### src/hw/gain_port_consts.svh
// Constants for the serial gain control port: widths, reset values, timing.
// Assumes inclusion by bare name from the package and the design modules.
// How it works
// - Strobe rising edge copies shift register to latch
// - Strobe high blocks serial bits into register
// - Strobe falling holds latch, enables shifting
// - Eight-bit word, most significant bit first
// - Serial clock rise captures data into master
// - Serial clock fall moves master into slave
// - Sleep low powers down, output high impedance
// - Transmit gate low blocks forward transmission
// - Latch starts at gain code one
// - Each code step changes gain one dB
`ifndef GAIN_PORT_CONSTS_SVH
`define GAIN_PORT_CONSTS_SVH

`define GAIN_WORD_BITS     8
`define GAIN_RESET_CODE    8'h01
`define GAIN_MIN_DB        (-28)
`define GAIN_MAX_DB        31
`define GAIN_STEP_DB       1
`define SYS_CLK_PERIOD_NS  8
`define SCLK_MIN_PERIOD_NS 32
`define SCLK_MIN_PERIOD_CYC ((`SCLK_MIN_PERIOD_NS + `SYS_CLK_PERIOD_NS - 1) / `SYS_CLK_PERIOD_NS)

`endif

### src/hw/gain_port_pkg.sv
// Types shared by the serial gain control port modules.
// Assumes gain_port_consts.svh is on the include path.
`include "gain_port_consts.svh"

package gain_port_pkg;
	typedef logic [`GAIN_WORD_BITS-1:0] gain_word_t;
	typedef enum logic [1:0] {
		PWR_SLEEP,
		PWR_IDLE,
		PWR_FORWARD
	} power_mode_e;
endpackage

### src/hw/edge_detect.sv
// Rising and falling edge detector for a level sampled on sys_clk.
// Assumes the input is already synchronous to sys_clk.
`timescale 1ns/10ps
`default_nettype none

module edge_detect #(
	parameter logic RESET_LEVEL = 1'b0
) (
	input  wire logic sys_clk,
	input  wire logic rst_n,
	input  wire logic level,
	output logic      rise,
	output logic      fall
);
	logic last_q;
	logic last_d;

	always_comb begin
		last_d = level;
	end

	always_ff @(posedge sys_clk or negedge rst_n) begin
		if (!rst_n) begin
			last_q <= RESET_LEVEL;
		end else begin
			last_q <= last_d;
		end
	end

	assign rise = level & ~last_q;
	assign fall = ~level & last_q;
endmodule

`default_nettype wire

### src/hw/serial_gain_control_port.sv
// Serial gain control port: three-wire gain loading plus power and gate control.
// Assumes all pins are synchronous to sys_clk and serial clock is slow to it.
`timescale 1ns/10ps
`default_nettype none

`include "gain_port_consts.svh"

module serial_gain_control_port #(
	parameter int WORD_BITS = `GAIN_WORD_BITS
) (
	input  wire logic                 sys_clk,
	input  wire logic                 rst_n,
	input  wire logic                 serial_clk,
	input  wire logic                 gain_load_strobe_n,
	input  wire logic                 serial_gain_in,
	input  wire logic                 transmit_gate,
	input  wire logic                 sleep_n,
	output logic [WORD_BITS-1:0]      gain_code,
	output logic                      gain_update,
	output logic                      forward_enable,
	output logic                      core_powered,
	output logic                      output_drive_en,
	output logic [WORD_BITS-1:0]      shift_image
);
	// ------------------------------------------------------------
	// Helpers
	// ------------------------------------------------------------
	// One shift step: older bits move up, the new bit enters at the bottom.
	// Shared by the slave stage and the late-fall path into the latch, so
	// both always agree on the bit order.
	function automatic logic [WORD_BITS-1:0] shift_in(
		input logic [WORD_BITS-1:0] word,
		input logic                 new_bit
	);
		shift_in = {word[WORD_BITS-2:0], new_bit};
	endfunction

	// ------------------------------------------------------------
	// Edge detection
	// ------------------------------------------------------------
	logic sclk_rise;
	logic sclk_fall;
	logic strobe_rise;
	logic strobe_fall;

	edge_detect #(.RESET_LEVEL(1'b0)) u_sclk_edge (
		.sys_clk (sys_clk),
		.rst_n   (rst_n),
		.level   (serial_clk),
		.rise    (sclk_rise),
		.fall    (sclk_fall)
	);

	// Strobe idles high, so reset level high avoids a false load
	edge_detect #(.RESET_LEVEL(1'b1)) u_strobe_edge (
		.sys_clk (sys_clk),
		.rst_n   (rst_n),
		.level   (gain_load_strobe_n),
		.rise    (strobe_rise),
		.fall    (strobe_fall)
	);

	// ------------------------------------------------------------
	// Master-slave shift register and gain latch
	// ------------------------------------------------------------
	logic                 shift_en_q;
	logic                 shift_en_d;
	logic                 master_q;
	logic                 master_d;
	logic [WORD_BITS-1:0] slave_q;
	logic [WORD_BITS-1:0] slave_d;
	logic [WORD_BITS-1:0] latch_q;
	logic [WORD_BITS-1:0] latch_d;
	logic                 update_q;
	logic                 update_d;

	always_comb begin
		shift_en_d = shift_en_q;
		master_d   = master_q;
		slave_d    = slave_q;
		latch_d    = latch_q;
		update_d   = 1'b0;
		if (strobe_fall) begin
			shift_en_d = 1'b1;
		end
		if (strobe_rise) begin
			shift_en_d = 1'b0;
			// A fall coinciding with the strobe rise still completes its bit
			if (sclk_fall && shift_en_q) begin
				latch_d = shift_in(slave_q, master_q);
			end else begin
				latch_d = slave_q;
			end
			update_d = 1'b1;
		end
		// Data bit must be valid on the sample edge of serial clock
		if (shift_en_q && !gain_load_strobe_n && sclk_rise) begin
			master_d = serial_gain_in;
		end
		if (shift_en_q && sclk_fall) begin
			// Oldest bit falls off the top, so the last eight survive
			slave_d = shift_in(slave_q, master_q);
		end
	end

	always_ff @(posedge sys_clk or negedge rst_n) begin
		if (!rst_n) begin
			shift_en_q <= 1'b0;
			master_q   <= 1'b0;
			slave_q    <= '0;
			latch_q    <= WORD_BITS'(`GAIN_RESET_CODE);
			update_q   <= 1'b0;
		end else begin
			shift_en_q <= shift_en_d;
			master_q   <= master_d;
			slave_q    <= slave_d;
			latch_q    <= latch_d;
			update_q   <= update_d;
		end
	end

	// ------------------------------------------------------------
	// Power and transmit gate
	// ------------------------------------------------------------
	// Mode is decoded from the pins and its three views are registered
	// directly, so every control output leaves from a flip-flop with the
	// same single cycle of lag as before.
	gain_port_pkg::power_mode_e mode_d;
	logic                       forward_q;
	logic                       forward_d;
	logic                       powered_q;
	logic                       powered_d;
	logic                       drive_q;
	logic                       drive_d;

	always_comb begin
		case ({sleep_n, transmit_gate})
			2'b00, 2'b01: mode_d = gain_port_pkg::PWR_SLEEP;
			2'b10:        mode_d = gain_port_pkg::PWR_IDLE;
			2'b11:        mode_d = gain_port_pkg::PWR_FORWARD;
			default:      mode_d = gain_port_pkg::PWR_SLEEP;
		endcase
		forward_d = (mode_d == gain_port_pkg::PWR_FORWARD);
		powered_d = (mode_d != gain_port_pkg::PWR_SLEEP);
		// Output stays driven in idle to hold the matched output impedance
		drive_d   = (mode_d != gain_port_pkg::PWR_SLEEP);
	end

	// Reset comes up asleep: nothing forwards before software has spoken
	always_ff @(posedge sys_clk or negedge rst_n) begin
		if (!rst_n) begin
			forward_q <= 1'b0;
			powered_q <= 1'b0;
			drive_q   <= 1'b0;
		end else begin
			forward_q <= forward_d;
			powered_q <= powered_d;
			drive_q   <= drive_d;
		end
	end

	// ------------------------------------------------------------
	// Outputs
	// ------------------------------------------------------------
	// Code maps linearly to dB in the analog core, one dB per step
	assign gain_code       = latch_q;
	assign gain_update     = update_q;
	assign shift_image     = slave_q;
	assign forward_enable  = forward_q;
	assign core_powered    = powered_q;
	assign output_drive_en = drive_q;
endmodule

`default_nettype wire

### config.mk
export PLATFORM = sky130hd
export DESIGN_NAME = serial_gain_control_port
export DESIGN_NICKNAME = d
export VERILOG_FILES = /design/src/hw/gain_port_pkg.sv /design/src/hw/edge_detect.sv /design/src/hw/serial_gain_control_port.sv
export VERILOG_INCLUDE_DIRS = /design/src /design/src/hw
export SDC_FILE = /design/constraint.sdc
export NUM_CORES = 1
export LEC_CHECK = 0
export BUFFER_PORTS_ARGS = -buffer_cell sky130_fd_sc_hd__clkbuf_2
export CORE_MARGIN = 1
export CORE_UTILIZATION = 50
export CTS_BUF_LIST = sky130_fd_sc_hd__clkbuf_4
export DETAILED_ROUTE_END_ITERATION = 6
export HOLD_SLACK_MARGIN = 0.02
export PLACE_DENSITY_LB_ADDON = 0.12
export SYNTH_ARGS = -nofsm -noshare
export SYNTH_HDL_FRONTEND = slang
export SYNTH_SLANG_ARGS = --single-unit
### constraint.sdc
create_clock -name sys_clk -period 2.8 [get_ports sys_clk]
set_input_delay 0 -clock sys_clk [delete_from_list [all_inputs] [get_ports sys_clk]]
set_output_delay 0 -clock sys_clk [all_outputs]
set_load 0.005 [all_outputs]
==> results of run 1 <==
## power by group through the flow
stage / clock network, W / logic [W] / registers (W)
final: 0.000146 / 0.000184 / 0.000464
after global routing: 0.000160 / 0.000210 / 0.000474
after CTS: 0.000153 / 0.000187 / 0.000464
after detailed placement: 0 / 0.000178 / 0.000472
after global placement: 0 / 0.000176 / 0.000469
after floorplan: 0 / 0.0000829 / 0.000472
## cells by family after synthesis
kind of cell | after synthesis | share of synthesized area (%)
AND/OR/NAND/NOR | 36 | 20.3
flip-flops | 23 | 66.0
AO/OA/AOI/OAI | 8 | 5.71
buffers and inverters | 7 | 4.14
multiplexers | 2 | 2.43
adder cells (fa/ha/maj) | 1 | 1.43
## registers in the layout (all words and copies together) (netlist names)
name / cells
forward_enable: 1
gain_code: 8
gain_update: 1
master_q: 1
output_drive_en: 1
shift_en_q: 1
shift_image: 8
u_sclk_edge.last_q: 1
u_strobe_edge.last_q: 1
## routing by layer
metal / GRT usage, % / vias up / share of wire, %
met1: 22.6 / 307 / 46
met5: 0 / - / 0
li1: - / 314 / -
met3: 2.50 / 4 / 3.8
met2: 31.9 / 19 / 47
met4: 12.7 / 0 / 2.6
## how the worst min path moves through the flow
stage	from	end	slack [ps]
after floorplan	rst_n	forward_enable	-300
after detailed placement	rst_n	gain_update	10
after CTS	rst_n	gain_code[4]	210
after global routing	rst_n	output_drive_en	270
after global placement	rst_n	u_sclk_edge.last_q	8
final	rst_n	u_sclk_edge.last_q	220
## cells in the final DEF (no fill, tap or decap), types with 2 or more instances in the layout
cell type / Yosys / layout
clkbuf_2: 0 / 26
dfrtp_1: 21 / 21
nand2_1: 16 / 16
nand2_2: 8 / 8
nor2_1: 8 / 8
a31oi_1: 8 / 8
dlygate4sd3_1: 0 / 6
clkbuf_4: 0 / 3
dfstp_2: 2 / 2
## through the flow
step | cells | hold WS (ps)
floorplan | 77 | -296
global placement | 114 | 7.93
detailed placement | 114 | 13.4
CTS | 124 | 208
global route | 124 | 267
finish | 124 | 216
## area by class of cell
type | instances | area, um2
clock buffer | 3 | 22.5
clock inverter | 1 | 5.00
fill | 122 | 492
inverter | 2 | 7.51
multi-input combinational | 47 | 262
sequential | 23 | 578
tap | 16 | 20.0
timing repair buffer | 32 | 190
==> results.sh, run 1 <==
export IMPL_overflow=0
export IMPL_placed_cell_area_um2=997
export IMPL_criticalPathCategory="reg -> reg"
export IMPL_drive_above_1_share_pct=38.9
export IMPL_clock_latency_ps=300
export IMPL_synth_net_count=85
export IMPL_worst_r2r_setup_slack_ps=1470
export IMPL_hold_path_class="in -> async"
export IMPL_synth_top_cell_area_share_pct=60.0
export IMPL_p_sw_w=0.000242
export IMPL_cp_end_kind="flip-flop"
export IMPL_hold_viol=0
export IMPL_vdd_drop_max_mv=0.480
export IMPL_die_y_um=43.9
export IMPL_routabilityCongestion=0.734
export IMPL_crit_arrival_ps=1500
export IMPL_period_needed_ps=1330
export IMPL_syn_mean_instance_area_um2=11.4
export IMPL_n_antenna_cell=0
export IMPL_dr_total_vias=644
export IMPL_crit_required_ps=2960
export IMPL_p_clk_share_pct=18.4
export IMPL_swShare_pct=30.4
export IMPL_grt_first_pass_wirelength_um=2510
export IMPL_die_x_um=43.9
export IMPL_synth_distinct_cells=18
export IMPL_track_usage_pct=19.0
export IMPL_seqPwrFrac_pct=58.4
export IMPL_drt_iter0_drc=17
export IMPL_crit_cells=4
export IMPL_synthesis_area_um2=876
export IMPL_setup_viol=0
export IMPL_wl_per_cell_um=12.5
export IMPL_cts_buffers=3
export IMPL_internal_power_w=0.000553
export IMPL_max_slew_margin_pct=59.9
export IMPL_boundaryPins=27
export IMPL_grt_max_degree=24
export IMPL_fin_nets=117
export IMPL_synth_async_sr_flop_share_pct=100
export IMPL_viasPerCell=5.19
export IMPL_cp_start_kind="flip-flop"
export IMPL_cts_root_buf="clkbuf_4"
export IMPL_ant_nets=0
export IMPL_comb_power_share_pct=23.2
export IMPL_worstSetupEndpoint="gain_code[6]"
export IMPL_setup_ws_ps=1470
export IMPL_violations="design-rule violations"
export IMPL_dieArea_um2=1920
export IMPL_synth_most_common_cell="dfrtp_1"
export IMPL_finalPower_w=0.000795
export IMPL_synth_area_leader_cell="dfrtp_1"
export IMPL_utilization_pct=68.8
export IMPL_rsz0062_at_grt="false"
export IMPL_fin_tns_setup_ps=0
export IMPL_path_delay_family="flip-flops"
export IMPL_cts_sinks=23
export IMPL_htree_levels=1
export IMPL_grt_pass1_vias=573
export IMPL_cellPowerDensity_nw_per_um2=733
export IMPL_cts_resized=0
export IMPL_hpwl_um=1010
export IMPL_ys_top_cells_by_count="dfrtp_1 (21), nand2_1 (16), a31oi_1 (8), nand2_2 (8), nor2_1 (8)"
export IMPL_fin_crit_sh_pct=47.6
export IMPL_synthToLayoutAreaGrowth_pct=23.9
export IMPL_cts_tree="yes"
export IMPL_coreArea_um2=1580
export IMPL_fin_skew_ps=2.29
export IMPL_critPathBufInv=1
export IMPL_routed_wl_um=1550
export IMPL_p_leak_nw=0.579
export IMPL_clock_path_buffers=2
export IMPL_path_max_fanout=18
export IMPL_antenna_found_initial=0
export IMPL_port_buffers=26
export IMPL_drc=1
export IMPL_yosys_most_used_dff="dfrtp_1"
export IMPL_first_pass_iters=7
export IMPL_cp_startpoint="u_strobe_edge.last_q"
export IMPL_path_cells="inv_1, ha_1, nor2_1, a31oi_1"
export IMPL_fmax_ghz=0.751
export IMPL_r2r_end="gain_code[6]"
export IMPL_ys_seq_area_share_pct=66.0
export IMPL_postCtsHoldBufs=6
export IMPL_clk_pin_slew_ps=120
export IMPL_ys_seq_elements=23
export IMPL_synth_edf_count=0
export IMPL_slew_viol_final=0
export IMPL_fin_area_um2=1080
export IMPL_netlist_instances=77
export IMPL_reg2regPathDepth=4
export IMPL_yosys_warnings=0
export IMPL_cpMaxStageDelayCell="dfstp_2"
export IMPL_cts_setup_buffers=0
export IMPL_start_util_pct=55.6
export IMPL_reg2reg_from="u_strobe_edge.last_q"
export IMPL_outcome="finished, violations left"
export IMPL_row_count=14
export IMPL_worstMarginPinSlew_ps=601
export IMPL_dp_slack_ps=1500
export IMPL_maxCapViolations=0
export IMPL_max_stage_delay_ps=530
export IMPL_netlist_top_cells_area="dfrtp_1 (60%), nand2_1 (6.9%), dfstp_2 (6.0%), a31oi_1 (5.7%), nand2_2 (5.7%)"
(Power assumes the default switching activity.)
==> inputs of run 2 (changes only) <==
==> constraint.sdc (replaced) <==
create_clock -name sys_clk -period 1.3 [get_ports sys_clk]
set_input_delay 0 -clock sys_clk [delete_from_list [all_inputs] [get_ports sys_clk]]
set_output_delay 0 -clock sys_clk [all_outputs]
set_load 0.005 [all_outputs]
==> run 2 against run 1 <==
Effect of this change: the flow now finishes without violations; global-route usage decreased by 0.49 points; via count decreased by 1.2%; sequential power increased by 120%; combinational power increased by 120%; worst hold slack got worse by 18 ps; first-iteration DRC count decreased by 24%; largest cell class unchanged; largest power group unchanged; highest routed layer is now met3.
==> results.sh, run 2 (synthesis gave the netlist of run 1 again) <==
export IMPL_clock_path_buffers=2
export IMPL_htree_levels=1
export IMPL_routabilityCongestion=0.727
export IMPL_clk_pin_slew_ps=120
export IMPL_use_met1_pct=25.4
export IMPL_die_x_um=43.9
export IMPL_clock_latency_ps=300
export IMPL_crit_arrival_ps=1390
export IMPL_drive_above_1_share_pct=40.5
export IMPL_routed_wl_um=1460
export IMPL_worstMarginPinSlew_ps=542
export IMPL_fmax_ghz=0.835
export IMPL_start_util_pct=55.6
export IMPL_final_cell_mix="clkbuf_2 (26), dfrtp_1 (21), nand2_1 (16)"
export IMPL_cellPowerDensity_nw_per_um2=1550
export IMPL_rsz0062_at_grt="false"
export IMPL_vdd_drop_max_mv=1.09
export IMPL_track_usage_pct=18.5
export IMPL_maxCapViolations=0
export IMPL_gr_usage_met3_pct=3.75
export IMPL_path_max_fanout=9
export IMPL_ant_nets=0
export IMPL_wl_per_cell_um=11.5
export IMPL_setup_viol=0
export IMPL_outcome="complete, no violations"
export IMPL_cts_setup_buffers=0
export IMPL_final_common_cell="clkbuf_2"
export IMPL_grtUsageMet2_pct=29.9
export IMPL_grt_pass1_vias=587
export IMPL_max_slew_margin_pct=63.9
export IMPL_cpMaxStageDelayCell="dfstp_2"
export IMPL_boundaryPins=27
export IMPL_hold_path_class="in -> async"
export IMPL_n_antenna_cell=0
export IMPL_path_delay_family="flip-flops"
export IMPL_synthToLayoutAreaGrowth_pct=26.4
export IMPL_fin_tns_setup_ps=0
export IMPL_overflow=0
export IMPL_drc=0
export IMPL_fin_crit_sh_pct=92.1
export IMPL_coreArea_um2=1580
export IMPL_viasPerCell=5.01
export IMPL_max_stage_delay_ps=540
export IMPL_period_needed_ps=1200
export IMPL_dieArea_um2=1920
export IMPL_criticalPathCategory="reg -> reg"
export IMPL_slew_viol_final=0
export IMPL_seqPwrFrac_pct=58.2
export IMPL_cts_root_buf="clkbuf_4"
export IMPL_finalPower_w=0.00172
export IMPL_critPathBufInv=2
export IMPL_cp_start_kind="flip-flop"
export IMPL_comb_power_share_pct=23.4
export IMPL_swShare_pct=30.3
export IMPL_reg2regPathDepth=5
export IMPL_row_count=14
export IMPL_antenna_found_initial=0
export IMPL_die_y_um=43.9
export IMPL_grt_max_degree=24
export IMPL_hpwl_um=1060
export IMPL_fin_skew_ps=3.90
export IMPL_path_cells="inv_1, ha_1, buf_4, nor2_1, a31oi_1"
export IMPL_port_buffers=26
export IMPL_hold_viol=0
export IMPL_p_sw_w=0.000520
export IMPL_drt_iter0_drc=13
export IMPL_busiest_layer="met2"
export IMPL_num_fill_cells=128
export IMPL_p_clk_share_pct=18.4
export IMPL_dr_total_vias=636
export IMPL_fin_nets=120
export IMPL_internal_power_w=0.00120
export IMPL_grt_first_pass_wirelength_um=2560
export IMPL_cp_end_kind="flip-flop"
export IMPL_cts_tree="yes"
export IMPL_crit_required_ps=1500
export IMPL_crit_cells=5
export IMPL_cts_sinks=23
export IMPL_cts_buffers=3
export IMPL_first_pass_iters=6
export IMPL_p_leak_nw=0.595
-- run 2: cell count changes in the layout (fill, tap and decap cells not counted), sizes merged --
cell,delta
buf,+3
-- run 2: power by group through the flow --
stage               logic, W  clock network [W]  registers [W]
floorplan           0.000179                  0        0.00102
global placement    0.000388                  0        0.00101
detailed placement  0.000392                  0        0.00102
CTS                 0.000410           0.000331        0.00100
global route        0.000464           0.000349        0.00102
finish              0.000402           0.000315       0.000999
-- run 2: layout make-up --
class	count	area (um2)	share of cell area [%]
flip-flops and latches	23	578	52.2
multi-input cells	47	262	23.6
repair buffers	35	213	19.2
inverters	2	7.51	0.678
well taps	16	20.0	1.81
clock buffers	3	22.5	2.03
clock inverters	1	5.00	0.452
-- run 2: metrics by stage --
step,utilization (%),instances,setup WS (ps),instance area (um2),hold slack (ps)
6_report,70.2,127,102,1110,198
5_1_grt,70.2,127,7.99,1110,249
4_1_cts,70.2,127,93.5,1110,212
3_5_place_dp,64.7,117,111,1020,15.8
3_3_place_gp,64.7,117,153,1020,5.96
2_1_floorplan,-,77,31.0,876,-296
-- run 2: worst register-to-register path, stage by stage, from the launching register on --
cell     delay, ps
dfstp_2        540
inv_1           40
ha_1           180
buf_4          170
nor2_1         120
a31oi_1         50
-- run 2: per-layer routing --
layer | vias up | share of wire [%]
li1 | 319 | -
met1 | 300 | 48
met2 | 17 | 48
met3 | 0 | 3.5
met4 | 0 | 0
met5 | - | 0
-- run 2: final timing paths --
path	slack [ps]	start	end
min in group sys_clk	350	sleep_n	output_drive_en
max in group asynchronous	730	rst_n	gain_code[0]
min	200	rst_n	forward_enable
max	100	u_strobe_edge.last_q	gain_code[6]
max reg2reg	100	u_strobe_edge.last_q	gain_code[6]
min reg2reg	500	gain_code[0]	gain_code[0]
-- run 2: what timing repair did --
action,4_1_cts,5_1_grt
resized for setup,0,0
hold buffers,6,0
endpoints found under the hold margin,26,0
==> inputs of run 3 (changes only) <==
--- a/config.mk
+++ b/config.mk
@@ -6,7 +6,7 @@
 export SDC_FILE = /design/constraint.sdc
 export NUM_CORES = 1
 export LEC_CHECK = 0
-export BUFFER_PORTS_ARGS = -buffer_cell sky130_fd_sc_hd__clkbuf_2
+export BUFFER_PORTS_ARGS = -buffer_cell sky130_fd_sc_hd__buf_4
 export CORE_MARGIN = 1
 export CORE_UTILIZATION = 50
 export CTS_BUF_LIST = sky130_fd_sc_hd__clkbuf_4
==> run 3 against run 2 <==
Effect of this change: highest routed layer is now met4; maximum frequency is 0.56% lower; worst hold slack lost 71 ps; design area increased by 5.0%; the run now ends with design-rule violations left.
==> results.sh, run 3 (synthesis gave the netlist of run 1 again) <==
export IMPL_row_count=14
export IMPL_die_y_um=43.9
export IMPL_clk_pin_slew_ps=120
export IMPL_fin_crit_sh_pct=92.7
export IMPL_clock_path_buffers=2
export IMPL_violations="design-rule violations"
export IMPL_crit_cells=3
export IMPL_clock_latency_ps=300
export IMPL_dr_total_vias=667
export IMPL_period_needed_ps=1200
export IMPL_track_usage_pct=20.6
export IMPL_drc=2
export IMPL_coreArea_um2=1580
export IMPL_max_slew_margin_pct=76.0
export IMPL_grt_pass1_vias=641
export IMPL_wl_per_cell_um=13.9
export IMPL_cts_sinks=23
export IMPL_setup_ws_ps=95.4
export IMPL_htree_levels=1
export IMPL_start_util_pct=55.6
export IMPL_critPathBufInv=1
export IMPL_worstMarginPinSlew_ps=358
export IMPL_drive_above_1_share_pct=40.4
export IMPL_maxCapViolations=0
export IMPL_port_buffers=26
export IMPL_r2r_end="master_q"
export IMPL_fin_tns_setup_ps=0
export IMPL_cts_root_buf="clkbuf_4"
export IMPL_setup_viol=0
export IMPL_cp_start_kind="flip-flop"
export IMPL_synthToLayoutAreaGrowth_pct=32.7
export IMPL_grt_max_degree=24
export IMPL_antenna_found_initial=0
export IMPL_reg2regPathDepth=3
export IMPL_rsz0062_at_grt="false"
export IMPL_path_delay_family="flip-flops"
export IMPL_first_pass_iters=6
export IMPL_hold_path_class="in -> async"
export IMPL_boundaryPins=27
export IMPL_routed_wl_um=1740
export IMPL_drt_iter0_drc=17
export IMPL_cts_buffers=3
export IMPL_n_antenna_cell=0
export IMPL_overflow=0
export IMPL_hold_viol=0
export IMPL_hpwl_um=1160
export IMPL_max_stage_delay_ps=410
export IMPL_vdd_drop_max_mv=1.00
export IMPL_fmax_ghz=0.830
export IMPL_slew_viol_final=0
export IMPL_dieArea_um2=1920
export IMPL_p_leak_nw=0.601
export IMPL_outcome="finished, violations left"
export IMPL_grt_first_pass_wirelength_um=2820
export IMPL_cp_end_kind="flip-flop"
export IMPL_criticalPathCategory="reg -> reg"
export IMPL_cpMaxStageDelayCell="dfrtp_1"
export IMPL_viasPerCell=5.34
export IMPL_path_max_fanout=3
export IMPL_fin_skew_ps=2.89
export IMPL_final_cell_mix="buf_4 (27), dfrtp_1 (21), nand2_1 (16)"
export IMPL_final_common_cell="buf_4"
export IMPL_ant_nets=0
export IMPL_fin_nets=118
export IMPL_cellPowerDensity_nw_per_um2=1580
export IMPL_worst_r2r_setup_slack_ps=100
export IMPL_crit_arrival_ps=1390
export IMPL_path_cells="inv_2, nor4b_2, mux2_1"
export IMPL_cts_tree="yes"
export IMPL_dp_slack_ps=4.88
export IMPL_die_x_um=43.9
export IMPL_crit_required_ps=1490
export IMPL_routabilityCongestion=0.723
export IMPL_reg2reg_from="shift_en_q"
## run 3: routing by layer
layer  share of wire (%)  GRT usage [%]  vias up
met5                   0              0        -
met1                  41           24.8      331
met4                 1.5           11.5        0
li1                    -              -      313
met3                 5.2           2.92        4
met2                  52           35.5       19
## run 3: report_power, final
group / internal, W / switching (W)
combinational: 0.000281 / 0.000212
clock: 0.000140 / 0.000195
sequential: 0.000882 / 0.000123
## run 3: per-stage QoR
step           instance area, um2  utilization [%]  std cells  hold slack, ps  power, W
2_1_floorplan                 876                -         77            -296   0.00120
3_3_place_gp                 1070             67.9        115           -97.0   0.00148
3_5_place_dp                 1070             67.9        115           -97.5   0.00150
4_1_cts                      1160             73.7        125             124   0.00185
5_1_grt                      1160             73.7        125             145   0.00194
6_report                     1160             73.7        125             127   0.00183
## run 3: what timing repair did
item / in CTS / in global routing
setup buffers: 0 / 0
hold buffers: 6 / 0
resized for setup: 1 / 0
setup endpoints to repair: 2 / 0
endpoints found under the hold margin: 28 / 0
## run 3: worst register-to-register path: cells and delay by family (launching register included)
| family | cells | cell delay, ps |
|---|---|---|
| and+or+nand+nor | 1 | 290 |
| muxes | 1 | 350 |
| DFF | 1 | 410 |
| buffers and inverters | 1 | 60 |
## run 3: cell type report
type                    instances  area, um2
fillers                       128        414
flip-flops and latches         23        578
well taps                      16       20.0
inverters                       2       7.51
clock buffers                   4       30.0
repair buffers                 33        263
multi-input cells              47        264
## run 3: worst max path at each step
stage                              start            to  slack [ps]
detailed placement  u_strobe_edge.last_q  gain_code[7]           5
finish                        shift_en_q      master_q         100
global route                  shift_en_q      master_q          30
floorplan           u_strobe_edge.last_q  gain_code[6]          30
global placement    u_strobe_edge.last_q  gain_code[1]          30
CTS                           shift_en_q      master_q         100
